### src/jts_consts.svh
// Purpose: constants of the scan test access port
// Assumes: included by bare name
// Notes:   definitions only
`ifndef JTS_CONSTS_SVH
`define JTS_CONSTS_SVH
`define JTS_IR_WIDTH      8
`define JTS_IR_CAPTURE    8'h81
`define JTS_IR_BYPASS     8'hFF
`define JTS_IR_RESET      8'hFF
`define JTS_SYNC_STAGES   3
`define JTS_ARM_CYCLES    3'h7
`endif

### src/jts_pkg.sv
// Purpose: types of the scan test access port
// Assumes: nothing
// Notes:   state codes are one-hot
package jts_pkg;
    typedef enum logic [15:0] {
        JTS_TLR  = 16'h0001,
        JTS_RTI  = 16'h0002,
        JTS_SDR  = 16'h0004,
        JTS_CDR  = 16'h0008,
        JTS_SHDR = 16'h0010,
        JTS_E1DR = 16'h0020,
        JTS_PDR  = 16'h0040,
        JTS_E2DR = 16'h0080,
        JTS_UDR  = 16'h0100,
        JTS_SIR  = 16'h0200,
        JTS_CIR  = 16'h0400,
        JTS_SHIR = 16'h0800,
        JTS_E1IR = 16'h1000,
        JTS_PIR  = 16'h2000,
        JTS_E2IR = 16'h4000,
        JTS_UIR  = 16'h8000
    } jts_state_t;

    typedef struct packed {
        logic tck;
        logic tms;
        logic tdi;
    } jts_link_in_t;

    typedef struct packed {
        logic tdo;
        logic tdo_oe;
    } jts_link_out_t;
endpackage : jts_pkg

### src/jts_tap.sv
// Purpose: test access port: tap controller, instruction register, bypass stage, serial output
// Assumes: test clock far slower than clk_sys (80 ns against 10 ns)
// Notes:   test clock edges are found by sampling; outputs follow by a few clk_sys cycles
`timescale 1ns/1ps
`default_nettype none
`include "jts_consts.svh"
module jts_tap #(
    parameter int IR_W = `JTS_IR_WIDTH
) (
    input  wire logic                  clk_sys,
    input  wire logic                  nrst,
    input  wire jts_pkg::jts_link_in_t link_in,
    output var  jts_pkg::jts_link_out_t link_out,
    output var  logic [IR_W-1:0]       active_ir,
    output var  logic                  bypass_sel,
    output var  jts_pkg::jts_state_t   tap_state
);
    // -----------------------------------------------------------------
    // reset release and input synchronisation
    // -----------------------------------------------------------------
    logic                  rst_a_reg;
    logic                  rst_n;
    jts_pkg::jts_link_in_t pins;
    logic                  tck_prev_reg;
    logic                  tck_rise;
    logic                  tck_fall;
    logic [2:0]            arm_cnt_reg;
    logic                  armed;

    always_ff @(posedge clk_sys or negedge nrst)
    begin
        if (!nrst)
        begin
            rst_a_reg <= 1'b0;
            rst_n     <= 1'b0;
        end
        else
        begin
            rst_a_reg <= 1'b1;
            rst_n     <= rst_a_reg;
        end
    end

    jts_sync #(
        .WIDTH (3)
    ) u_sync (
        .clk_sys (clk_sys),
        .rst_n   (rst_n),
        .din     (link_in),
        .dout    (pins)
    );

    always_ff @(posedge clk_sys or negedge rst_n)
    begin
        if (!rst_n)
        begin
            tck_prev_reg <= 1'b0;
        end
        else
        begin
            tck_prev_reg <= pins.tck;
        end
    end

    // the synchroniser resets low while the idle test clock stands high; edges stay
    // masked until real pin levels have come through, or reset would fake a rise
    always_ff @(posedge clk_sys or negedge rst_n)
    begin
        if (!rst_n)
        begin
            arm_cnt_reg <= 3'h0;
        end
        else if (arm_cnt_reg != `JTS_ARM_CYCLES)
        begin
            arm_cnt_reg <= arm_cnt_reg + 3'h1;
        end
    end

    assign armed    = (arm_cnt_reg == `JTS_ARM_CYCLES);
    assign tck_rise = armed & pins.tck & ~tck_prev_reg;
    assign tck_fall = armed & ~pins.tck & tck_prev_reg;

    // -----------------------------------------------------------------
    // tap controller
    // -----------------------------------------------------------------
    jts_pkg::jts_state_t state_reg;
    jts_pkg::jts_state_t state_next;

    // mode select is trusted to be stable at rising edges
    function automatic jts_pkg::jts_state_t jts_step(input jts_pkg::jts_state_t s, input logic m);
        case (s)
            jts_pkg::JTS_TLR:  jts_step = m ? jts_pkg::JTS_TLR  : jts_pkg::JTS_RTI;
            jts_pkg::JTS_RTI:  jts_step = m ? jts_pkg::JTS_SDR  : jts_pkg::JTS_RTI;
            jts_pkg::JTS_SDR:  jts_step = m ? jts_pkg::JTS_SIR  : jts_pkg::JTS_CDR;
            jts_pkg::JTS_CDR:  jts_step = m ? jts_pkg::JTS_E1DR : jts_pkg::JTS_SHDR;
            jts_pkg::JTS_SHDR: jts_step = m ? jts_pkg::JTS_E1DR : jts_pkg::JTS_SHDR;
            jts_pkg::JTS_E1DR: jts_step = m ? jts_pkg::JTS_UDR  : jts_pkg::JTS_PDR;
            jts_pkg::JTS_PDR:  jts_step = m ? jts_pkg::JTS_E2DR : jts_pkg::JTS_PDR;
            jts_pkg::JTS_E2DR: jts_step = m ? jts_pkg::JTS_UDR  : jts_pkg::JTS_SHDR;
            jts_pkg::JTS_UDR:  jts_step = m ? jts_pkg::JTS_SDR  : jts_pkg::JTS_RTI;
            jts_pkg::JTS_SIR:  jts_step = m ? jts_pkg::JTS_TLR  : jts_pkg::JTS_CIR;
            jts_pkg::JTS_CIR:  jts_step = m ? jts_pkg::JTS_E1IR : jts_pkg::JTS_SHIR;
            jts_pkg::JTS_SHIR: jts_step = m ? jts_pkg::JTS_E1IR : jts_pkg::JTS_SHIR;
            jts_pkg::JTS_E1IR: jts_step = m ? jts_pkg::JTS_UIR  : jts_pkg::JTS_PIR;
            jts_pkg::JTS_PIR:  jts_step = m ? jts_pkg::JTS_E2IR : jts_pkg::JTS_PIR;
            jts_pkg::JTS_E2IR: jts_step = m ? jts_pkg::JTS_UIR  : jts_pkg::JTS_SHIR;
            jts_pkg::JTS_UIR:  jts_step = m ? jts_pkg::JTS_SDR  : jts_pkg::JTS_RTI;
            default:           jts_step = jts_pkg::JTS_TLR;
        endcase
    endfunction : jts_step

    assign state_next = jts_step(state_reg, pins.tms);

    always_ff @(posedge clk_sys or negedge rst_n)
    begin
        if (!rst_n)
        begin
            state_reg <= jts_pkg::JTS_TLR;
        end
        else if (tck_rise)
        begin
            state_reg <= state_next;
        end
    end

    // -----------------------------------------------------------------
    // instruction register
    // -----------------------------------------------------------------
    logic [IR_W-1:0] ir_shift_reg;
    logic [IR_W-1:0] ir_active_reg;

    always_ff @(posedge clk_sys or negedge rst_n)
    begin
        if (!rst_n)
        begin
            ir_shift_reg <= IR_W'(`JTS_IR_CAPTURE);
        end
        else if (tck_rise)
        begin
            if (state_reg == jts_pkg::JTS_CIR)
            begin
                ir_shift_reg <= IR_W'(`JTS_IR_CAPTURE);
            end
            else if (state_reg == jts_pkg::JTS_SHIR)
            begin
                // lsb leaves first, new bit enters at msb; last shift on exit edge
                ir_shift_reg <= {pins.tdi, ir_shift_reg[IR_W-1:1]};
            end
        end
    end

    always_ff @(posedge clk_sys or negedge rst_n)
    begin
        if (!rst_n)
        begin
            ir_active_reg <= IR_W'(`JTS_IR_RESET);
        end
        else if (tck_fall && state_reg == jts_pkg::JTS_TLR)
        begin
            ir_active_reg <= IR_W'(`JTS_IR_RESET);
        end
        else if (tck_fall && state_reg == jts_pkg::JTS_UIR)
        begin
            ir_active_reg <= ir_shift_reg;
        end
    end

    logic is_bypass;
    // unknown codes also fall back to bypass; no other data register exists here
    assign is_bypass = (ir_active_reg == IR_W'(`JTS_IR_BYPASS)) || 1'b1;

    // -----------------------------------------------------------------
    // bypass stage and data-register parallel stage
    // -----------------------------------------------------------------
    logic bypass_reg;
    logic bypass_upd_reg;

    always_ff @(posedge clk_sys or negedge rst_n)
    begin
        if (!rst_n)
        begin
            bypass_reg <= 1'b0;
        end
        else if (tck_rise && is_bypass)
        begin
            if (state_reg == jts_pkg::JTS_CDR)
            begin
                bypass_reg <= 1'b0;
            end
            else if (state_reg == jts_pkg::JTS_SHDR)
            begin
                bypass_reg <= pins.tdi;
            end
        end
    end

    // bypass has no real parallel stage; this holds the last shifted bit
    always_ff @(posedge clk_sys or negedge rst_n)
    begin
        if (!rst_n)
        begin
            bypass_upd_reg <= 1'b0;
        end
        else if (tck_fall && state_reg == jts_pkg::JTS_UDR)
        begin
            bypass_upd_reg <= bypass_reg;
        end
    end

    // -----------------------------------------------------------------
    // serial output, changes on falling edges only
    // -----------------------------------------------------------------
    always_ff @(posedge clk_sys or negedge rst_n)
    begin
        if (!rst_n)
        begin
            link_out <= '0;
        end
        else if (tck_fall)
        begin
            case (state_reg)
                jts_pkg::JTS_CIR, jts_pkg::JTS_SHIR:
                begin
                    link_out.tdo_oe <= 1'b1;
                    link_out.tdo    <= ir_shift_reg[0];
                end
                jts_pkg::JTS_CDR, jts_pkg::JTS_SHDR:
                begin
                    link_out.tdo_oe <= 1'b1;
                    link_out.tdo    <= bypass_reg;
                end
                jts_pkg::JTS_E1IR, jts_pkg::JTS_PIR, jts_pkg::JTS_E2IR,
                jts_pkg::JTS_E1DR, jts_pkg::JTS_PDR, jts_pkg::JTS_E2DR:
                begin
                    link_out.tdo_oe <= link_out.tdo_oe;
                end
                default:
                begin
                    link_out.tdo_oe <= 1'b0;
                end
            endcase
        end
    end

    // -----------------------------------------------------------------
    // status outputs
    // -----------------------------------------------------------------
    always_ff @(posedge clk_sys or negedge rst_n)
    begin
        if (!rst_n)
        begin
            active_ir  <= IR_W'(`JTS_IR_RESET);
            bypass_sel <= 1'b1;
            tap_state  <= jts_pkg::JTS_TLR;
        end
        else
        begin
            active_ir  <= ir_active_reg;
            bypass_sel <= is_bypass;
            tap_state  <= state_reg;
        end
    end

    logic unused_upd;
    assign unused_upd = bypass_upd_reg;
endmodule : jts_tap
`default_nettype wire

### src/jts_sync.sv
// Purpose: three-stage synchroniser with agreement filter
// Assumes: input asynchronous to clk_sys
// Notes:   stage one is read only by stage two
`timescale 1ns/1ps
`default_nettype none
module jts_sync #(
    parameter int WIDTH = 3
) (
    input  wire logic             clk_sys,
    input  wire logic             rst_n,
    input  wire logic [WIDTH-1:0] din,
    output var  logic [WIDTH-1:0] dout
);
    logic [WIDTH-1:0] s1_reg;
    logic [WIDTH-1:0] s2_reg;
    logic [WIDTH-1:0] s3_reg;

    always_ff @(posedge clk_sys or negedge rst_n)
    begin
        if (!rst_n)
        begin
            s1_reg <= '0;
            s2_reg <= '0;
            s3_reg <= '0;
            dout   <= '0;
        end
        else
        begin
            s1_reg <= din;
            s2_reg <= s1_reg;
            s3_reg <= s2_reg;
            // a change counts only once stages two and three agree
            for (int i = 0; i < WIDTH; i++)
            begin
                if (s2_reg[i] == s3_reg[i])
                begin
                    dout[i] <= s3_reg[i];
                end
            end
        end
    end
endmodule : jts_sync
`default_nettype wire

### config.mk
export PLATFORM = sky130hd
export DESIGN_NAME = jts_tap
export DESIGN_NICKNAME = d
export VERILOG_FILES = /design/src/jts_pkg.sv /design/src/jts_tap.sv /design/src/jts_sync.sv
export VERILOG_INCLUDE_DIRS = /design/src /design/src/src
export SDC_FILE = /design/constraint.sdc
export NUM_CORES = 1
export LEC_CHECK = 0
export BUFFER_PORTS_ARGS = -buffer_cell sky130_fd_sc_hd__buf_4
export CAP_MARGIN = 25
export CORE_MARGIN = 10
export CORE_UTILIZATION = 41
export DETAILED_ROUTE_END_ITERATION = 8
export PLACE_DENSITY_LB_ADDON = 0.05
export RECOVER_POWER = 50
export SLEW_MARGIN = 25
export SYNTH_ARGS = -nofsm -noshare
export SYNTH_HDL_FRONTEND = slang
export SYNTH_SLANG_ARGS = --single-unit
### constraint.sdc
create_clock -name clk_sys -period 2.3 [get_ports clk_sys]
set_input_delay 0 -clock clk_sys [delete_from_list [all_inputs] [get_ports clk_sys]]
set_output_delay 0 -clock clk_sys [all_outputs]
set_load 0.02 [all_outputs]
==> impl_metrics.csv, run 1 <==
group,metric,value,unit
clocking,cts_max_path_buffers,2,
floorplan,die_area,11800,µm²
floorplan,die_h,109,µm
synth,yosysWarnings,0,
clocking,clkSlewWorstSetupHoldPaths,0.08,ns
min_path,hp-class,"primary input to flop",
timing,finalSetupTns,0,ns
synth,synth_cell_types,55,
global_routing,grt_util_all_layers,0.116,
min_path,worstHoldStart,"link_in[2]",
timing,slew_violations,0,
synth,yosys-top-cells-count,"57 x dfrtp_1, 30 x nand2_1, 20 x dfstp_2, 19 x nor2_1, 13 x o21ai_0",
synth,yosys.area.top_type,"dfrtp_1",
finish,drive_gt1_frac,0.246,
placement,place_area,3660,µm²
synth,synth_seq_cells,77,
finish,seqCellArea,1950,µm²
global_routing,grt_pass1_wl,10.8,mm
synth,seq_area_frac_synth,0.607,
power,ir_worst_vdd,0.454,mV
finish,layout.nets,336,
timing,setup-violations-final,0,
critical_path,r2r_start,"state_reg[13]$_DFFE_PN0P_",
clocking,htree_levels,3,
timing,tightestPinTransition,1.27,ns
critical_path,reg2regPathDepth,5,
placement,finalWeightedCongestion,0.841,
timing,period_minus_slack,2.17,ns
min_path,hold-path-endpoint,"u_sync.s1_reg[2]$_DFF_PN0_",
drt,wl_per_cell,15.0,µm
timing,rsz0062_at_grt,"false",
finish,multi_input_area,1130,µm²
global_routing,grt_start_max_net_pins,43,
finish,num-fill-cells,754,
drt,initialDrtViolationCount,91,
floorplan,coreArea,7690,µm²
critical_path,crit_path_end_kind,"flop",
synth,synth_area,3210,µm²
timing,hold_violations,0,
placement,dp_cells,415,
finish,antenna_cells,0,
critical_path,cp.arrival,2.45,ns
clocking,root_buffer,"clkbuf_8",
timing,post-route-period-util,0.943,
timing,max_slew_margin,0.154,
global_routing,grt_pass1_vias,2083,
global_routing,grt_antenna_before_repair,0,
critical_path,regToRegEndpoint,"link_out[0]$_DFFE_PN0P_",
synth,ys.flop_type,"dfrtp_1",
finish,final_area,3830,µm²
synth,syn_inst,277,
min_path,holdPathStages,2,
placement,port_buffers,30,
critical_path,startpoint_type,"flop",
floorplan,ios,32,
global_routing,grt_overflow,0,
critical_path,crit_path_max_fanout,9,
floorplan,die_w,109,µm
clocking,clock_sinks,77,
finish,fin_util,0.498,
synth,async_flop_share,1.00,
synth,yosysTopAreaCellShare,0.444,
synth,ys_top_cells_by_area,"dfrtp_1 44%, dfstp_2 16%, nand2_1 3.5%",
drt,drc_errors,0,
clocking,insertion_delay,0.34,ns
critical_path,crit_type,"flop to flop",
finish,final_cells,436,
floorplan,placementRows,32,
power,p_leak,1.69,nW
drt,dr.pass1.iters,4,
drt,wl,6.55,mm
drt,ant_nets,0,
clocking,cts_tree,"built",
timing,clock_skew,0.00592,ns
finish,area_growth,19.2,%
synth,syn_avg_cell_area,11.6,µm²
drt,vias,2208,
critical_path,cp-startpoint,"state_reg[13]$_DFFE_PN0P_",
critical_path,required,2.58,ns
floorplan,initial_core_util,0.418,
drt,viasPerCell,5.06,
timing,clock.fmax,461,MHz
power,powerDensity,981,nW/µm²
flow_run,max-cap-violations,0,
synth,synth_edf_count,0,
placement,dp_hpwl,4.72,mm
clocking,cts_setup_buffers,0,
synth,yosysMostFrequentCell,"dfrtp_1",
clocking,cts_made_buffers,9,
outcome,status,"completed",
critical_path,r2r_setup_slack,0.13,ns
worst max-delay path, cell delays in order (launching register included):
cell and delay [ns]:
dfrtp_1 0.49, or4_4 0.63, or4_1 0.55, o221ai_2 0.28, o21ai_1 0.09, nand2_1 0.07
layout by cell type (no fill, tap or decap), types with 6 or more instances in the layout:
cell type / synthesis / final
dfrtp_1: 57 / 57
nand2_1: 30 / 30
buf_4: 3 / 26
o21ai_0: 13 / 13
mux2i_1: 7 / 7
clkbuf_8: 0 / 10
o21ai_1: 7 / 7
nand4_1: 7 / 7
nor2_1: 19 / 19
dfstp_2: 20 / 17
xnor2_1: 6 / 6
inv_1: 12 / 12
clkbuf_1: 9 / 24
nor3_1: 6 / 6
what timing repair did:
item	4_1_cts	5_1_grt
endpoints found under the setup margin	0	2
gates resized for setup	0	2
hold buffers	5	0
hold endpoints to repair	5	0
how the worst max path moves through the flow:
stage,end,cells past startpoint
floorplan,arm_cnt_reg[0]$_DFFE_PN0P_,0
global placement,state_reg[0]$_DFFE_PN1P_,4
detailed placement,link_out[0]$_DFFE_PN0P_,5
CTS,link_out[0]$_DFFE_PN0P_,5
global route,ir_shift_reg[3]$_DFFE_PN0P_,5
finish,link_out[0]$_DFFE_PN0P_,5
logic make-up (layout without fill, tap and decap cells):
logic type,Yosys count,after routing,share of synthesized area
fa+ha+maj,5,5,0.0171
xor+xnor,8,8,0.0218
other cells,1,2,0.00117
flops,77,77,0.607
simple gates,99,99,0.181
buf+inv,31,87,0.0459
mux,10,10,0.0323
compound gates,46,46,0.0935
cell type report:
type,count,share of cell area
Sequential cell,77,0.510
Multi-Input combinational cell,170,0.295
Timing Repair Buffer,59,0.0964
Clock buffer,13,0.0500
Tap cell,102,0.0333
Inverter,12,0.0118
Clock inverter,3,0.00392
layer usage:
layer / vias up / track usage / wire length (µm)
li1: 1076 / - / -
met1: 1067 / 0.158 / 3220
met2: 57 / 0.166 / 2780
met3: 8 / 0.0410 / 468
met4: 0 / 0.0452 / 87
met5: - / 0 / 0
metrics by stage:
| stage | setup WS (ns) | hold slack (ns) | power (mW) |
|---|---|---|---|
| 2_1_floorplan | 0.0317 | -0.296 | 2.42 |
| 3_3_place_gp | 0.105 | -0.217 | 2.81 |
| 3_5_place_dp | 0.115 | -0.217 | 2.82 |
| 4_1_cts | 0.0876 | 0.275 | 3.86 |
| 5_1_grt | 0.00513 | 0.311 | 3.98 |
| 6_report | 0.130 | 0.316 | 3.76 |
power by group:
| part | leakage [nW] | internal, mW | switching, mW |
|---|---|---|---|
| combinational | 0.625 | 0.408 | 0.591 |
| clock | 0.109 | 0.548 | 0.464 |
| sequential | 0.952 | 1.64 | 0.101 |
| total | 1.69 | 2.60 | 1.16 |
Note: power is estimated with default switching activity, not from simulation.
==> run 2: changes to the inputs <==
Settings changed: SKIP_CTS_REPAIR_TIMING from default to 1, SYNTH_HIERARCHICAL from default to 1.
==> run 2 against run 1 <==
Net effect:
- the flow now finishes with violations (max-capacitance violations, max-slew violations)
- power fell by 0.83%
- count of clock-buffer cells in the layout decreased by 3
- area after synthesis down 2.8%
- fmax is 3.6% lower
- via count down 2.6%
- clock skew grew 0.0067 ns
- largest cell class unchanged
- largest power group unchanged
==> impl_metrics.csv, run 2 <==
group,metric,value,unit
floorplan,coreArea,7330,µm²
synth,yosys.area.top_type,"dfrtp_1",
finish,final_area,3790,µm²
synth,synth_area,3120,µm²
timing,slew_violations,39,
critical_path,crit_chain,"or4_4 > or4_4 > nor4b_4 > o21a_4 > mux2i_1",
critical_path,crit_path_end_kind,"flop",
power,internal-power,2.57,mW
power,p_switching,1.16,mW
critical_path,startpoint_type,"flop",
synth,yosysMostFrequentCell,"dfrtp_1",
critical_path,cp.arrival,2.53,ns
power,sequentialPowerShare,0.469,
clocking,cts_made_buffers,9,
timing,clock_skew,0.0127,ns
clocking,cts_tree,"built",
global_routing,grt_pass1_vias,2053,
finish,drive_gt1_frac,0.261,
floorplan,die_h,107,µm
critical_path,crit_buf_inv,0,
synth,synth_cell_types,54,
power,clkPwrFrac,0.272,
finish,final_common_cell,"dfrtp_1",
outcome,failed_checks,"max-capacitance violations, max-slew violations",
timing,clock.fmax,445,MHz
finish,final_cell_mix,"57 x dfrtp_1, 33 x nand2_1, 32 x buf_4, 20 x clkbuf_1, 19 x nor2_1",
global_routing,grt_antenna_before_repair,0,
critical_path,critPathTopFamily,"simple AND/OR/NAND/NOR gates",
drt,vias,2150,
power,p_total,3.73,mW
power,switching_share,0.311,
timing,period_minus_slack,2.25,ns
flow_run,max-cap-violations,1,
synth,async_flop_share,1.00,
placement,place_area,3590,µm²
synth,yosys-top-cells-count,"57 x dfrtp_1, 33 x nand2_1, 20 x dfstp_2, 19 x nor2_1, 18 x o21ai_0",
power,comb_power_share,0.260,
critical_path,crit_type,"flop to flop",
floorplan,die_area,11500,µm²
finish,fin_util,0.517,
critical_path,crit_slowest_cell,"or4_4",
power,p_leak,1.65,nW
synth,yosysTopAreaCellShare,0.457,
finish,area_growth,21.4,%
floorplan,placementRows,31,
power,ir_worst_vdd,0.473,mV
drt,wl_per_cell,15.3,µm
synth,ys_top_cells_by_area,"dfrtp_1 46%, dfstp_2 17%, nand2_1 4.0%",
drt,initialDrtViolationCount,99,
critical_path,required,2.58,ns
clocking,clock_sinks,77,
synth,synth_edf_count,0,
synth,syn_avg_cell_area,11.6,µm²
critical_path,cpMostUsedCell,"or4_4",
global_routing,grt_overflow,0,
synth,ys.flop_type,"dfrtp_1",
synth,synth_seq_cells,77,
finish,layout.nets,332,
global_routing,grt_start_max_net_pins,40,
timing,max_slew_margin,-0.0332,
floorplan,initial_core_util,0.426,
drt,dr.pass1.iters,4,
floorplan,ios,32,
critical_path,max_stage_delay,0.55,ns
timing,rsz0062_at_grt,"true",
timing,fin_ws,0.0504,ns
global_routing,grt_util_all_layers,0.120,
finish,antenna_cells,0,
synth,syn_inst,269,
power,powerDensity,982,nW/µm²
clocking,cts_max_path_buffers,2,
floorplan,die_w,107,µm
synth,seq_area_frac_synth,0.625,
outcome,status,"finished, violations left",
critical_path,r2r_setup_slack,0.05,ns
clocking,clkSlewWorstSetupHoldPaths,0.08,ns
clocking,htree_levels,3,
timing,setup-violations-final,0,
placement,finalWeightedCongestion,0.848,
timing,post-route-period-util,0.978,
drt,viasPerCell,5.01,
critical_path,crit_path_max_fanout,8,
clocking,root_buffer,"clkbuf_8",
synth,yosysWarnings,6,
timing,hold_violations,0,
clocking,insertion_delay,0.35,ns
drt,wl,6.55,mm
global_routing,grt_pass1_wl,10.8,mm
timing,tightestPinTransition,1.55,ns
min_path,hp-class,"primary input to flop",
placement,port_buffers,30,
drt,drc_errors,0,
placement,dp_hpwl,4.57,mm
timing,finalSetupTns,0,ns
drt,ant_nets,0,
placement,post-place-ws,-0.0510,ns
[run 2: cell types whose count changed in the layout (fill, tap and decap cells not counted), sizes merged, moves of 3 or more]
cell    before  now
o22ai        0    4
or2          0    3
nand3        5    2
clkbuf      41   34
nand4        8    5
nand2       30   33
a21oi        5    0
buf         26   33
a41oi        3    0
[run 2: cells by family after synthesis]
group / synth area share
simple gates: 0.160
flops: 0.625
compound gates: 0.0965
buf+inv: 0.0433
mux: 0.0328
xor+xnor: 0.0224
fa+ha+maj: 0.0188
other cells: 0.00120
[run 2: through the flow]
| step | cells | hold WS, ns |
|---|---|---|
| 6_report | 429 | 0.315 |
| 5_1_grt | 429 | 0.299 |
| 4_1_cts | 423 | -0.603 |
| 3_5_place_dp | 407 | -0.215 |
| 3_3_place_gp | 407 | -0.217 |
| 2_1_floorplan | 270 | -0.296 |
[run 2: worst paths after layout]
path                                            start                      endpoint  cells past startpoint
hold / removal                             link_in[0]    u_sync/s1_reg[0]$_DFF_PN0_                      2
setup / recovery            state_reg[11]$_DFFE_PN0P_  ir_active_reg[0]$_DFFE_PN1P_                      5
max in group asynchronous             rst_n$_DFF_PN0_        tap_state[0]$_DFF_PN1_                      1
min in group asynchronous                        nrst           rst_a_reg$_DFF_PN0_                      3
hold reg to reg            u_sync/s1_reg[0]$_DFF_PN0_    u_sync/s2_reg[0]$_DFF_PN0_                      0
setup reg to reg            state_reg[11]$_DFFE_PN0P_  ir_active_reg[0]$_DFFE_PN1P_                      5
[run 2: final cells by class]
cell class	instances	area, µm²
tap	99	124
clock buffer	10	138
multi-input combinational	165	1060
sequential	77	1950
fill	663	3540
clock inverter	6	62.6
timing repair buffer	62	415
inverter	10	37.5
[run 2: power groups by stage]
stage | sequential (mW) | clock, mW | combinational [mW]
finish | 1.75 | 1.01 | 0.967
global route | 1.77 | 1.11 | 1.06
CTS | 1.76 | 1.05 | 0.977
detailed placement | 1.78 | 0 | 0.974
global placement | 1.78 | 0 | 0.981
floorplan | 1.88 | 0 | 0.477
[run 2: worst reg2reg max path, delay by kind of cell, from the launching register on]
family	cells	cell delay [ns]
simple gates	3	1.34
flops	1	0.38
compound gates	1	0.24
mux	1	0.21
[run 2: layer usage]
layer	vias up	share of wire	track usage
met2	51	0.42	0.158
met4	0	0.021	0.0580
met1	1050	0.50	0.169
met5	-	0	0
li1	1038	-	-
met3	11	0.054	0.0419
